$ cat src/design/gis_defs.svh
// offsets, bit positions and reset values for the outgoing byte and event status block
`ifndef GIS_DEFS_SVH
`define GIS_DEFS_SVH

// address width and register offsets on the host port
`define GIS_ADDR_W        12
`define GIS_OFF_DATA      12'h111
`define GIS_OFF_STATUS    12'h113
`define GIS_OFF_PASSED    12'h11B

// event positions in status and mask
`define GIS_B_CPT         7
`define GIS_B_APT         6
`define GIS_B_DET         5
`define GIS_B_END         4
`define GIS_B_DEC         3
`define GIS_B_ERR         2
`define GIS_B_DO          1
`define GIS_B_DI          0

// zero byte for reset and idle, and the event count
`define GIS_BYTE_ZERO     8'h00
`define GIS_EVENT_N       8

`endif

$ cat src/design/gis_out_irq_note_end.sv
// intentionally empty design unit list terminator
`timescale 1ns/1ps
`default_nettype none
`default_nettype wire

$ cat src/design/gis_pkg.sv
// shared types for the outgoing byte and event status block
package gis_pkg;

  typedef logic [7:0] gis_byte_t;

  // acceptor handshake hold, one-hot
  typedef enum logic [2:0] {
    GIS_RUN      = 3'b001,
    GIS_HOLD_CPT = 3'b010,
    GIS_HOLD_APT = 3'b100
  } gis_hold_t;

endpackage : gis_pkg

$ cat src/design/gis_rise.sv
// rising edge detector for a vector of interface state levels
`timescale 1ns/1ps
`default_nettype none
module gis_rise #(
  parameter int W = 4
) (
  // clock and reset
  input  wire logic         clk,
  input  wire logic         srst,
  // levels in, one-cycle pulses out
  input  wire logic [W-1:0] lvl,
  output logic      [W-1:0] rise
);
  import gis_pkg::*;

  // refuse an empty vector at elaboration
  if (W < 1)
  begin : g_w_check
    $error("gis_rise: W must be at least 1");
  end

  typedef struct packed {
    logic [W-1:0] prev;
  } gis_rise_st_t;

  gis_rise_st_t st;
  gis_rise_st_t next_st;

  // remember last level
  always_comb
  begin
    next_st      = st;
    next_st.prev = lvl;
  end

  always_ff @(posedge clk)
  begin
    if (srst)
      st <= '0;
    else
      st <= next_st;
  end

  assign rise = lvl & ~st.prev;

endmodule : gis_rise
`default_nettype wire

$ cat src/design/gis_flag_bank.sv
// sticky event flags with clear-on-read and deferred set during a read
`timescale 1ns/1ps
`default_nettype none
module gis_flag_bank #(
  parameter int W = 8
) (
  // clock and reset
  input  wire logic         clk,
  input  wire logic         srst,
  // event sets, hardware clears, read clear
  input  wire logic [W-1:0] set,
  input  wire logic [W-1:0] clr,
  input  wire logic         rd_clr,
  // flag state
  output logic      [W-1:0] status
);
  import gis_pkg::*;

  // refuse an empty bank at elaboration
  if (W < 1)
  begin : g_w_check
    $error("gis_flag_bank: W must be at least 1");
  end

  typedef struct packed {
    logic [W-1:0] flag;
    logic [W-1:0] pend;
  } gis_flag_st_t;

  gis_flag_st_t st;
  gis_flag_st_t next_st;
  logic [W-1:0] next_flag;
  logic [W-1:0] next_pend;

  // per bit: a read parks new events so the clear cannot swallow them
  for (genvar i = 0; i < W; i++)
  begin : g_bit
    assign next_flag[i] = rd_clr ? 1'b0
                                 : ((st.flag[i] & ~clr[i]) | set[i] | st.pend[i]);
    assign next_pend[i] = rd_clr & (set[i] | st.pend[i]);
  end

  always_comb
  begin
    next_st      = st;
    next_st.flag = next_flag;
    next_st.pend = next_pend;
  end

  always_ff @(posedge clk)
  begin
    if (srst)
      st <= '0;
    else
      st <= next_st;
  end

  assign status = st.flag;

endmodule : gis_flag_bank
`default_nettype wire

$ cat src/design/gis_out_irq.sv
// outgoing byte latch, first event status and mask pair, pass-through holds
`timescale 1ns/1ps
`default_nettype none
`include "gis_defs.svh"

module gis_out_irq (
  // clock and reset
  input  wire logic                   clk,
  input  wire logic                   srst,
  // host register port
  input  wire logic [`GIS_ADDR_W-1:0] addr,
  input  wire logic                   wr_en,
  input  wire logic                   rd_en,
  input  wire gis_pkg::gis_byte_t     wdata,
  output logic                        [7:0] rdata,
  output logic                        irq,
  // bus data lines and source start
  input  wire gis_pkg::gis_byte_t     dio_in,
  output logic                        [7:0] dio_out,
  output logic                        src_start,
  // interface function states
  input  wire logic                   tacs,
  input  wire logic                   cacs,
  input  wire logic                   sgns,
  input  wire logic                   sdys,
  input  wire logic                   sids,
  input  wire logic                   lacs,
  input  wire logic                   tads,
  input  wire logic                   lads,
  input  wire logic                   tpas,
  input  wire logic                   lpas,
  input  wire logic                   dtas,
  input  wire logic                   dcas,
  input  wire logic                   acds,
  input  wire logic                   dac,
  input  wire logic                   rfd,
  input  wire logic                   eoi,
  // received command class
  input  wire logic                   cmd_ucg,
  input  wire logic                   cmd_acg,
  input  wire logic                   cmd_scg,
  input  wire logic                   cmd_tag,
  input  wire logic                   cmd_lag,
  input  wire logic                   cmd_defined,
  // configuration bits
  input  wire logic                   pass_through_enable,
  input  wire logic                   addr_mode_hi,
  input  wire logic                   addr_mode_lo,
  input  wire logic                   string_end_match_enable,
  input  wire gis_pkg::gis_byte_t     string_end_reg,
  // auxiliary releases
  input  wire logic                   aux_valid,
  input  wire logic                   aux_nonvalid,
  // handshake controls
  output logic                        hold_acds,
  output logic                        hold_dac,
  output logic                        rfd_allow
);
  import gis_pkg::*;

  typedef struct packed {
    gis_byte_t out_byte_reg;
    gis_byte_t din;
    logic      din_full;
    gis_byte_t passed_cmd_reg;
    gis_byte_t irq_mask_one;
    logic      undefined_primary_latch;
    gis_hold_t hold;
    logic      sdys_q;
    gis_byte_t rdata;
    logic      src_start;
    logic      irq;
    logic      rfd_allow;
  } gis_st_t;

  gis_st_t st;
  gis_st_t next_st;

  logic      wr_data;
  logic      wr_mask;
  logic      rd_status;
  logic      rd_data;
  logic      rd_passed;
  logic [3:0] rise;
  logic      acds_rise;
  logic      det_rise;
  logic      dec_rise;
  logic      gen_rise;
  logic      undef_primary;
  logic      cpt_evt;
  logic      apt_evt;
  logic      byte_in;
  logic      end_evt;
  logic      err_evt;
  logic      udp_clr;
  logic [7:0] ev_set;
  logic [7:0] ev_clr;
  logic [7:0] irq_status_one;

  // strobes decoded from the printed offsets
  assign wr_data   = wr_en & (addr == `GIS_OFF_DATA);
  assign wr_mask   = wr_en & (addr == `GIS_OFF_STATUS);
  assign rd_status = rd_en & (addr == `GIS_OFF_STATUS);
  assign rd_data   = rd_en & (addr == `GIS_OFF_DATA);
  assign rd_passed = rd_en & (addr == `GIS_OFF_PASSED);

  // state entries become single-cycle events
  gis_rise #(
    .W (4)
  ) u_rise (
    .clk  (clk),
    .srst (srst),
    .lvl  ({acds, dtas, dcas, tacs & sgns}),
    .rise (rise)
  );

  assign acds_rise = rise[3];
  assign det_rise  = rise[2];
  assign dec_rise  = rise[1];
  assign gen_rise  = rise[0];

  // addressed commands only count while addressed
  assign undef_primary = (cmd_ucg | (cmd_acg & (tads | lads))) & ~cmd_defined;

  // pass-through off: no command pass-through flag, no accept hold
  assign cpt_evt = acds_rise & pass_through_enable
                   & (undef_primary | (st.undefined_primary_latch & cmd_scg));

  assign apt_evt = acds_rise & addr_mode_hi & addr_mode_lo
                   & (tpas | lpas) & cmd_scg;

  assign udp_clr = (acds_rise & (((cmd_ucg | cmd_acg) & cmd_defined)
                   | cmd_tag | cmd_lag)) | ~pass_through_enable;

  // listener data byte acceptance
  assign byte_in = acds_rise & lacs;
  assign end_evt = byte_in & (eoi | (string_end_match_enable
                   & (dio_in == string_end_reg)));

  // talker faults: handshake lines both true, write when idle, delay to idle
  assign err_evt = (tacs & sdys & dac & rfd) | (sids & wr_data)
                   | (st.sdys_q & sids);

  // event sets by position
  always_comb
  begin
    ev_set             = `GIS_BYTE_ZERO;
    ev_set[`GIS_B_CPT] = cpt_evt;
    ev_set[`GIS_B_APT] = apt_evt;
    ev_set[`GIS_B_DET] = det_rise;
    ev_set[`GIS_B_END] = end_evt;
    ev_set[`GIS_B_DEC] = dec_rise;
    ev_set[`GIS_B_ERR] = err_evt;
    ev_set[`GIS_B_DO]  = gen_rise;
    ev_set[`GIS_B_DI]  = byte_in;
  end

  // only data-out has a hardware clear; set still wins over it
  always_comb
  begin
    ev_clr            = `GIS_BYTE_ZERO;
    ev_clr[`GIS_B_DO] = wr_data | ~tacs | ~sgns;
  end

  // flags ignore the mask entirely
  gis_flag_bank #(
    .W (`GIS_EVENT_N)
  ) u_flags (
    .clk    (clk),
    .srst   (srst),
    .set    (ev_set),
    .clr    (ev_clr),
    .rd_clr (rd_status),
    .status (irq_status_one)
  );

  // next state of the register side and handshake holds
  always_comb
  begin
    next_st           = st;
    next_st.src_start = 1'b0;
    next_st.sdys_q    = sdys;
    // outgoing byte only moves on a write, never on incoming reads
    if (wr_data && (tacs || cacs))
    begin
      next_st.out_byte_reg = wdata;
      next_st.src_start    = 1'b1;
    end
    if (wr_mask)
      next_st.irq_mask_one = wdata;
    // incoming byte; removal wins only without a new byte
    if (rd_data)
      next_st.din_full = 1'b0;
    if (byte_in)
    begin
      next_st.din      = dio_in;
      next_st.din_full = 1'b1;
    end
    next_st.rfd_allow = ~next_st.din_full;
    // undefined primary latch, set beats clear
    if (udp_clr)
      next_st.undefined_primary_latch = 1'b0;
    if (acds_rise && pass_through_enable && undef_primary)
      next_st.undefined_primary_latch = 1'b1;
    if (cpt_evt || apt_evt)
      next_st.passed_cmd_reg = dio_in;
    // acceptor hold machine
    case (st.hold)
      GIS_RUN:
      begin
        if (cpt_evt)
          next_st.hold = GIS_HOLD_CPT;
        else if (apt_evt)
          next_st.hold = GIS_HOLD_APT;
      end
      GIS_HOLD_CPT:
      begin
        if (aux_valid)
          next_st.hold = GIS_RUN;
      end
      GIS_HOLD_APT:
      begin
        if (aux_valid || aux_nonvalid)
          next_st.hold = GIS_RUN;
      end
      default:
        next_st.hold = GIS_RUN;
    endcase
    // read data, unmapped reads return zero
    if (rd_status)
      next_st.rdata = irq_status_one;
    else if (rd_data)
      next_st.rdata = st.din;
    else if (rd_passed)
      next_st.rdata = st.passed_cmd_reg;
    else
      next_st.rdata = `GIS_BYTE_ZERO;
    next_st.irq = |(irq_status_one & st.irq_mask_one);
  end

  // one register for all state outside the flag bank and edge detector; mask and byte reset to zero
  always_ff @(posedge clk)
  begin
    if (srst)
    begin
      st           <= '0;
      st.hold      <= GIS_RUN;
      st.rfd_allow <= 1'b1;
    end
    else
      st <= next_st;
  end

  // outputs straight from flops
  assign rdata     = st.rdata;
  assign irq       = st.irq;
  assign dio_out   = st.out_byte_reg;
  assign src_start = st.src_start;
  assign hold_acds = st.hold[1];
  assign hold_dac  = st.hold[2];
  assign rfd_allow = st.rfd_allow;
endmodule : gis_out_irq
`default_nettype wire

$ cat config.mk
export PLATFORM = sky130hd
export DESIGN_NAME = gis_out_irq
export DESIGN_NICKNAME = d
export VERILOG_FILES = /design/src/design/gis_out_irq_note_end.sv /design/src/design/gis_pkg.sv /design/src/design/gis_rise.sv /design/src/design/gis_flag_bank.sv /design/src/design/gis_out_irq.sv
export VERILOG_INCLUDE_DIRS = /design/src /design/src/design
export SDC_FILE = /design/constraint.sdc
export NUM_CORES = 1
export LEC_CHECK = 0
export BUFFER_PORTS_ARGS = -buffer_cell sky130_fd_sc_hd__buf_2
export CAP_MARGIN = 20
export CORE_AREA = 3 3 81 83
export CTS_BUF_LIST = sky130_fd_sc_hd__clkbuf_16
export DETAILED_ROUTE_END_ITERATION = 16
export DIE_AREA = 0 0 84 86
export GPL_TIMING_DRIVEN = 0
export PLACE_DENSITY = 0.81
export REMOVE_ABC_BUFFERS = 1
export SETUP_SLACK_MARGIN = 0.02
export SYNTH_ARGS = -nofsm -noshare
export SYNTH_HDL_FRONTEND = slang
export SYNTH_HIERARCHICAL = 1
export SYNTH_SLANG_ARGS = --single-unit
$ cat constraint.sdc
create_clock -name clk -period 3.05 [get_ports clk]
set_input_delay 0.1525 -clock clk [delete_from_list [all_inputs] [get_ports clk]]
set_output_delay 0.1525 -clock clk [all_outputs]
set_load 0.02 [all_outputs]
==> results of run 1 <==
-- cells in the final DEF (no fill, tap or decap), types with 2 or more instances in the layout --
| cell | count |
|---|---|
| buf_2 | 88 |
| dfxtp_1 | 69 |
| nand2b_1 | 50 |
| nor2_1 | 31 |
| mux2i_1 | 25 |
| nand2_1 | 22 |
| a21oi_1 | 22 |
| inv_1 | 15 |
| clkbuf_16 | 9 |
| a21oi_2 | 8 |
| xor2_1 | 7 |
| a2111oi_2 | 7 |
| conb_1 | 7 |
| a22oi_1 | 6 |
| nor3_1 | 5 |
| nor2b_1 | 5 |
| nor2b_2 | 4 |
| clkinv_1 | 3 |
| nand4_1 | 3 |
| nor4_1 | 3 |
| or4b_4 | 2 |
| o21ai_0 | 2 |
| nand3b_1 | 2 |
| o31ai_1 | 2 |
| clkinv_2 | 2 |
-- cells in the mapped netlist (all sizes together), types with 2 or more instances --
cell	n	area share, %
a2111oi	8	4.1
a21oi	30	5.6
a22oi	6	1.4
buf	27	6.5
clkbuf	10	1.2
dfxtp	69	43
inv	15	1.8
mux2i	25	7.8
nand2	22	2.6
nand2b	50	9.8
nand3b	2	0.47
nand4	3	0.59
nor2	31	3.6
nor2b	9	2.1
nor3	6	1.3
nor4	3	0.59
o21ai	2	0.31
o31ai	2	0.47
or2	2	0.39
or4b	2	0.86
xor2	7	1.9
-- power by group --
part | internal [W] | switching [W] | leakage, nW | total, W
sequential | 0.000922 | 0.0000121 | 0.560 | 0.000935
combinational | 0.0000794 | 0.0000903 | 0.942 | 0.000170
clock | 0.000618 | 0.000352 | 0.136 | 0.000970
-- final cells by class --
cell class	count	area (µm²)	area share, %
clock buffers	9	225	5.92
clock inverters	6	55.1	1.45
inverters	16	60.1	1.58
multi-input cells	230	1540	40.6
flip-flops and latches	69	1380	36.3
well taps	75	93.8	2.46
repair buffers	89	448	11.8
-- layer usage --
layer	wire length, µm	track usage (%)
met1	2780	22.2
met2	3130	32.0
met3	467	4.71
met4	110	8.19
met5	0	0
-- per-stage QoR --
step / area, µm² / utilization, %
floorplan: 2980 / -
global placement: 3510 / 59.3
detailed placement: 3530 / 59.6
CTS: 3810 / 64.3
global route: 3810 / 64.3
finish: 3810 / 64.3
-- flip-flops by register name, summed over array words and instances (netlist names) --
register        cells
st                 28
hold_dac            1
u_rise/st           4
rdata               8
rfd_allow           1
u_flags/status      8
hold_acds           1
src_start           1
dio_out             8
irq                 1
u_flags/st          8
-- worst max-delay path: stages --
cell and delay [ps]:
buf_2 100, or4b_4 540, or4b_4 530, nor3_4 570, or2_1 500, a21oi_2 60
-- final timing paths --
path                      from                end  slack (ps)  depth (start not counted)
setup / recovery       addr[7]  u_flags/status[1]         790                          6
hold / removal            dtas       u_rise/st[2]          70                          2
setup reg to reg  u_rise/st[3]             st[12]        1200                          5
hold reg to reg         st[40]             st[40]         460                          2
-- cell families after synthesis --
kind of cell    after synthesis
simple gates                136
flops                        69
compound gates               54
buf+inv                      53
mux                          25
xor+xnor                      8
other cells                   1
==> impl_results.md, run 1 <==
* Post-synthesis compound-gate area fraction at 13.4%
* Asr flop ratio synth at 0%
* Non-filler instance count after layout at 494
* Port Buffers at 88
* Status: finished, final reports clean
* Routed WL at 6490 µm
* CTS Sinks at 69
* Mapped Area at 3200 µm²
* Post-place setup slack at 503 ps
* Slew headroom at 34.9%
* Die Y at 86 µm
* Filler Cell Count at 470
* Cts bufs inserted at 9
* Largest net degree at the start of global routing at 65
* Post_cts resized at 0
* Die X at 84 µm
* Register area share after synthesis at 43.1%
* Vias per cell at 5.08
* MaxCap Viol Count at 0
* Dominant synthesized flop cell: dfxtp_1
* Post-CTS setup buffers at 0
* Worst vdd rail ir drop at 0.381 mV
* Crit Path Max Fanout at 10
* Synth Area in Simple Gates at 23.8%
* Routed vias at 2509
* Distinct cells, synth at 43
* Crit path kind: input pin to register
* EDFF count, synth at 0
* XOR/XNOR Fraction of Synth Area at 2.19%
* Grt ovf at 0
* Slew @ Worst Pin at 973 ps
* Setup ws final at 787 ps
* Clock Skew at 2.74 ps
* # setup viols final at 0
* Tot GR Track Use at 18.7%
* Main combinational cell family by area after synthesis: simple AND/OR/NAND/NOR gates
* Worst EP required at 3240 ps
* Worst Hold Class: input pin to register
* CORE AREA at 5920 µm²
* Synthesized instance count at 346
* Vias in the first global route at 2468
* Leak Pwr at 1.64 nW
* Power Total at 0.00207 W
* CTS tree: built
* Mean routed wirelength per cell at 13.1 µm
* Minimum clock period at 2260 ps
* Clk root buf: clkbuf_16
* ANT nets after route at 0
* RSZ-0062 raised after global routing: false
* Hold-fix buffers, CTS at 0
* Period utilization at 74.2%
* PD cells at 545 nW/µm²
* Yosys warns at 6
* Avg Inst Size Synth at 9.25 µm²
* 1st-pass router iterations at 5
* Initial core utilization at 54.1%
* Post-DP HPWL at 4640 µm
* Dpl cells at 479
* Initial antenna violation count at 0
* Die ar. at 7220 µm²
* Clock latency on the worst-skew pair at 320 ps
* Pins Over Slew Limit at 0
* Nets at 483
* Antenna diodes at 0
* Layout cells sized above 1 at 30.3%
* Area growth syn-to-layout at 18.9%
* DRC errors left at 0
* Clk buf depth at 2
* CP Capture Type: register
* Register clock-pin slew on the reported worst setup and hold paths at 50 ps
* Synth Register Bits at 69
* Peak Freq at 0.442 GHz
* Startpoint Class: input pin
* Critical path arrival at 2450 ps
* First-pass GRT wire length at 11000 µm
* Hold WS at 65.5 ps
* Row cnt at 28
* Final hold vios at 0
* Setup tns final at 0 ps
* Post-synthesis mux area share at 7.82%
* Synth Area in Adders at 0%
* H-tree depth at 3
* Top Ports at 89
* Starting DRT DRC Count at 119
* Final Wtd Congestion at 0.752
No activity file was read; power rests on OpenSTA's default activity.
==> inputs of run 2 (changes only) <==
--- a/config.mk
+++ b/config.mk
@@ -8,12 +8,12 @@
 export LEC_CHECK = 0
 export BUFFER_PORTS_ARGS = -buffer_cell sky130_fd_sc_hd__buf_2
 export CAP_MARGIN = 20
-export CORE_AREA = 3 3 81 83
+export CORE_AREA = 3 3 83 85
 export CTS_BUF_LIST = sky130_fd_sc_hd__clkbuf_16
 export DETAILED_ROUTE_END_ITERATION = 16
-export DIE_AREA = 0 0 84 86
+export DIE_AREA = 0 0 86 88
 export GPL_TIMING_DRIVEN = 0
-export PLACE_DENSITY = 0.81
+export PLACE_DENSITY = 0.78
 export REMOVE_ABC_BUFFERS = 1
 export SETUP_SLACK_MARGIN = 0.02
 export SYNTH_ARGS = -nofsm -noshare
==> constraint.sdc (replaced) <==
create_clock -name clk -period 2.3 [get_ports clk]
set_input_delay 0.115 -clock clk [delete_from_list [all_inputs] [get_ports clk]]
set_output_delay 0.115 -clock clk [all_outputs]
set_load 0.02 [all_outputs]
==> impl_results.md, run 2 (synthesis gave the netlist of run 1 again) <==
* Initial antenna violation count at 0 (unchanged)
* Dpl cells at 481 (was 479)
* Largest net degree at the start of global routing at 65 (unchanged)
* Commonest non-fill, non-tap cell in the layout: buf_2 (unchanged)
* Layout cells sized above 1 at 31.5% (was 30.3%)
* Worst Hold Class: input pin to register (unchanged)
* Clk root buf: clkbuf_16 (unchanged)
* Clock latency on the worst-skew pair at 320 ps (about the same)
* Vias per cell at 4.99 (was 5.08)
* Row cnt at 29 (was 28)
* Final hold vios at 0 (unchanged)
* Crit path kind: input pin to register (unchanged)
* Max reg flops at 28 (unchanged)
* Hold Path Origin: sdys (was dtas)
* Non-filler instance count after layout at 503 (was 494)
* Status: finished, final reports clean (unchanged)
* Number of stages on the worst hold path at 2 (unchanged)
* Minimum clock period at 2120 ps
* CORE AREA at 6280 µm² (was 5920 µm²)
* Power Total at 0.00264 W (was 0.00207 W)
* Grt ovf at 0 (unchanged)
* Crit Path Max Fanout at 8 (was 10)
* Die X at 86 µm (was 84 µm)
* Routed WL at 6700 µm (was 6490 µm)
* Setup tns final at 0 ps (unchanged)
* Slew headroom at 29.3% (was 34.9%)
* Tot GR Track Use at 18.4% (was 18.7%)
* Antenna diodes at 0 (unchanged)
* R2R Path End: st[12] (unchanged)
* H-tree depth at 3 (unchanged)
* Worst vdd rail ir drop at 0.439 mV (was 0.381 mV)
* ANT nets after route at 0 (unchanged)
* Most frequent cells in the layout: buf_2 (88), dfxtp_1 (69), nand2b_1 (50) (unchanged)
* CTS Sinks at 69 (unchanged)
* Crit Reg-Reg Startpoint: u_rise/st[3] (unchanged)
* PD cells at 689 nW/µm² (was 545 nW/µm²)
* RSZ-0062 raised after global routing: false (unchanged)
* Initial core utilization at 51.0% (was 54.1%)
* DRC errors left at 0 (unchanged)
* Cts bufs inserted at 9 (unchanged)
* Area growth syn-to-layout at 19.7% (was 18.9%)
* CTS tree: built (unchanged)
* Clk buf depth at 2 (unchanged)
* Post-DP HPWL at 4690 µm (was 4640 µm)
* Peak Freq at 0.472 GHz
* Hold-fix buffers, CTS at 0 (unchanged)
* Hold EP: st[11] (was u_rise/st[2])
* Routed vias at 2512 (was 2509)
* Worst EP required at 2500 ps (was 3240 ps)
* CP Capture Type: register (unchanged)
* Critical path arrival at 2320 ps (was 2450 ps)
* Final Wtd Congestion at 0.770 (was 0.752)
* Vias in the first global route at 2384 (was 2468)
* Starting DRT DRC Count at 135 (was 119)
* Port Buffers at 88 (unchanged)
* Slew @ Worst Pin at 1060 ps (was 973 ps)
* Worst reg-to-reg path cell count at 5 (unchanged)
* First-pass GRT wire length at 10800 µm (was 11000 µm)
* Setup ws final at 182 ps (was 787 ps)
* Pins Over Slew Limit at 0 (unchanged)
* Reg with most FFs: st (unchanged)
* # setup viols final at 0 (unchanged)
* FF-to-FF setup slack at 340 ps (was 1200 ps)
* Mean routed wirelength per cell at 13.3 µm (was 13.1 µm)
* 1st-pass router iterations at 4 (was 5)
* Filler Cell Count at 557 (was 470)
* Period utilization at 92.1%
* Startpoint Class: input pin (unchanged)
* Nets at 489 (was 483)
* Die ar. at 7570 µm² (was 7220 µm²)
* Clock Skew at 3.92 ps (was 2.74 ps)
* Leak Pwr at 1.67 nW (was 1.64 nW)
* Post-place setup slack at -257 ps (was 503 ps)
* MaxCap Viol Count at 0 (unchanged)
* Top Ports at 89 (unchanged)
* Register clock-pin slew on the reported worst setup and hold paths at 50 ps (about the same)
* Die Y at 88 µm (was 86 µm)
==> run 2: final cells by class <==
class	count	area [µm²]	area share, %
sequential	69	1380	36.0
inverter	16	60.1	1.57
clock buffer	9	225	5.87
clock inverter	7	33.8	0.881
tap	77	96.3	2.51
timing repair buffer	95	493	12.9
multi-input combinational	230	1540	40.3
==> run 2: where the power goes <==
group          internal (W)  switching (W)
clock network      0.000710       0.000465
registers           0.00122      0.0000165
logic              0.000106       0.000120
==> run 2: per-layer routing <==
metal | up-vias | part of all wire (%) | GRT usage (%) | wire (µm)
met5 | - | 0 | 0 | 0
met4 | 0 | 1.9 | 9.50 | 125
met3 | 10 | 6.0 | 4.80 | 402
met2 | 76 | 50 | 30.3 | 3320
met1 | 1143 | 43 | 22.2 | 2850
li1 | 1283 | - | - | -
==> run 2: how the worst max path moves through the flow <==
stage,to,startpoint
4_1_cts,u_flags/status[5],addr[7]
5_1_grt,rdata[2],addr[7]
6_report,rdata[2],addr[7]
2_1_floorplan,st[16],addr[7]
3_5_place_dp,u_flags/status[0],addr[7]
3_3_place_gp,st[20],addr[7]
==> run 2: what timing repair did <==
action	in CTS	in global routing
resized for setup	0	1
endpoints found under the setup margin	0	14
buffers inserted	0	6
==> run 2: stage by stage <==
| stage | hold slack (ps) | util (%) | instance area (µm²) |
|---|---|---|---|
| final | 17.5 | 61.1 | 3830 |
| after global routing | 20.3 | 61.1 | 3830 |
| after CTS | 9.68 | 60.4 | 3790 |
| after detailed placement | 348 | 56.2 | 3530 |
| after global placement | 337 | 56.0 | 3520 |
| after floorplan | 184 | - | 2980 |
==> run 2: critical path: stages <==
cell and delay, ps:
buf_2 90, or4b_4 530, or4b_4 530, or3_1 600, a2111oi_2 450
==> inputs of run 3 (changes only) <==
--- a/config.mk
+++ b/config.mk
@@ -8,12 +8,12 @@
 export LEC_CHECK = 0
 export BUFFER_PORTS_ARGS = -buffer_cell sky130_fd_sc_hd__buf_2
 export CAP_MARGIN = 20
-export CORE_AREA = 3 3 83 85
+export CORE_AREA = 3 3 84 86
 export CTS_BUF_LIST = sky130_fd_sc_hd__clkbuf_16
 export DETAILED_ROUTE_END_ITERATION = 16
-export DIE_AREA = 0 0 86 88
+export DIE_AREA = 0 0 87 89
 export GPL_TIMING_DRIVEN = 0
-export PLACE_DENSITY = 0.78
+export PLACE_DENSITY = 0.76
 export REMOVE_ABC_BUFFERS = 1
 export SETUP_SLACK_MARGIN = 0.02
 export SYNTH_ARGS = -nofsm -noshare
==> impl_results.md, run 3 (synthesis gave the netlist of run 1 again) <==
* MaxCap Viol Count at 0 (unchanged)
* CP Capture Type: register (unchanged)
* Port Buffers at 88 (unchanged)
* Clk root buf: clkbuf_16 (unchanged)
* Grt ovf at 0 (unchanged)
* Routed vias at 2488 (was 2512)
* Vias in the first global route at 2391 (was 2384)
* First-pass GRT wire length at 10700 µm (was 10800 µm)
* Crit path kind: input pin to register (unchanged)
* Final hold vios at 0 (unchanged)
* Cts bufs inserted at 9 (unchanged)
* Tot GR Track Use at 17.7% (was 18.4%)
* Top Ports at 89 (unchanged)
* Setup tns final at 0 ps (unchanged)
* Crit-path cells: buf_2, or4b_4, or4b_4, or3_1, a2111oi_2 (unchanged)
* Most frequent cells in the layout: buf_2 (88), dfxtp_1 (69), nand2b_1 (50) (unchanged)
* Commonest non-fill, non-tap cell in the layout: buf_2 (unchanged)
* Register clock-pin slew on the reported worst setup and hold paths at 50 ps (about the same)
* ANT nets after route at 0 (unchanged)
* Max reg flops at 28 (unchanged)
* PD cells at 689 nW/µm² (about the same)
* Slew @ Worst Pin at 1030 ps (was 1060 ps)
* Critical Path Max Stage Delay at 600 ps (about the same)
* Critical Path Most Common Cell: or4b_4 (unchanged)
* Post-CTS setup buffers at 0 (unchanged)
* Hold-fix buffers, CTS at 0 (unchanged)
* Status: finished, final reports clean (unchanged)
* 1st-pass router iterations at 4 (unchanged)
* Clock latency on the worst-skew pair at 320 ps (about the same)
* Reg with most FFs: st (unchanged)
* Nets at 485 (was 489)
* Leak Pwr at 1.63 nW (was 1.67 nW)
* CORE AREA at 6350 µm² (was 6280 µm²)
* Clk buf depth at 2 (unchanged)
* Vias per cell at 5.01 (was 4.99)
* Mean routed wirelength per cell at 13.1 µm (was 13.3 µm)
* Initial antenna violation count at 0 (unchanged)
* Post-DP HPWL at 4630 µm (was 4690 µm)
* Largest net degree at the start of global routing at 65 (unchanged)
* Die X at 87 µm (was 86 µm)
* Clock Skew at 4.29 ps (was 3.92 ps)
* H-tree depth at 3 (unchanged)
* Startpoint Class: input pin (unchanged)
* DRC errors left at 0 (unchanged)
* Starting DRT DRC Count at 88 (was 135)
* Antenna diodes at 0 (unchanged)
* CTS Sinks at 69 (unchanged)
* Post-layout util at 59.7% (was 61.1%)
* Post_cts resized at 0 (unchanged)
* Die Y at 89 µm (was 88 µm)
* Worst EP required at 2500 ps (about the same)
* Slew headroom at 31.0% (was 29.3%)
* Routed WL at 6520 µm (was 6700 µm)
* Die ar. at 7740 µm² (was 7570 µm²)
* Crit Path Max Fanout at 8 (unchanged)
* Worst Hold Class: input pin to register (unchanged)
* Slowest cell on the critical path: or3_1 (unchanged)
* Critical path arrival at 2320 ps (about the same)
* Minimum clock period at 2110 ps (was 2120 ps)
* Pins Over Slew Limit at 0 (unchanged)
* Layout cells sized above 1 at 30.0% (was 31.5%)
* Final Wtd Congestion at 0.758 (was 0.770)
* Period utilization at 92.0% (was 92.1%)
* CTS tree: built (unchanged)
* FF-to-FF setup slack at 400 ps (was 340 ps)
* # setup viols final at 0 (unchanged)
* Peak Freq at 0.473 GHz (was 0.472 GHz)
* Initial core utilization at 50.4% (was 51.0%)
* Worst vdd rail ir drop at 0.395 mV (was 0.439 mV)
* Area growth syn-to-layout at 18.4% (was 19.7%)
* RSZ-0062 raised after global routing: false (unchanged)
* Row cnt at 29 (unchanged)
==> run 3: layer usage <==
metal	wire, µm	GRT usage (%)
met5	0	0
met4	113	7.37
met3	464	5.44
met2	3030	29.1
met1	2910	21.6
==> run 3: path summary, 6_finish.rpt <==
check,cells past startpoint,start,end
min,2,dcas,u_rise/st[1]
max,5,addr[7],rdata[4]
min reg2reg,2,st[33],st[33]
max reg2reg,5,u_rise/st[3],st[12]
==> run 3: final cells by class <==
type                            count  area, µm²
Clock buffer                        9        225
Clock inverter                      5       20.0
Fill cell                         541       2560
Inverter                           16       60.1
Multi-Input combinational cell    230       1540
Sequential cell                    69       1380
Tap cell                           77       96.3
Timing Repair Buffer               91        463
==> run 3: per-stage QoR <==
stage | power (W) | cells | cell area (µm²) | setup slack, ps | hold slack (ps)
after floorplan | 0.00138 | 315 | 2980 | -198 | 184
after global placement | 0.00148 | 480 | 3520 | -762 | 337
after detailed placement | 0.00149 | 481 | 3530 | -256 | 349
after CTS | 0.00264 | 495 | 3770 | 85.9 | 16.3
after global routing | 0.00272 | 497 | 3790 | 71.9 | 44.6
final | 0.00261 | 497 | 3790 | 185 | 22.4
==> run 3: worst max-delay path: cells and delay by family <==
| kind | cells | cell delay, ps |
|---|---|---|
| AOI/OAI and AO/OA | 1 | 440 |
| buffers and inverters | 1 | 100 |
| and+or+nand+nor | 3 | 1660 |
==> run 3: power breakdown <==
group	switching (W)	internal, W	total (W)
sequential	0.0000162	0.00122	0.00124
combinational	0.000119	0.000105	0.000224
clock	0.000449	0.000698	0.00115
total	0.000584	0.00203	0.00261
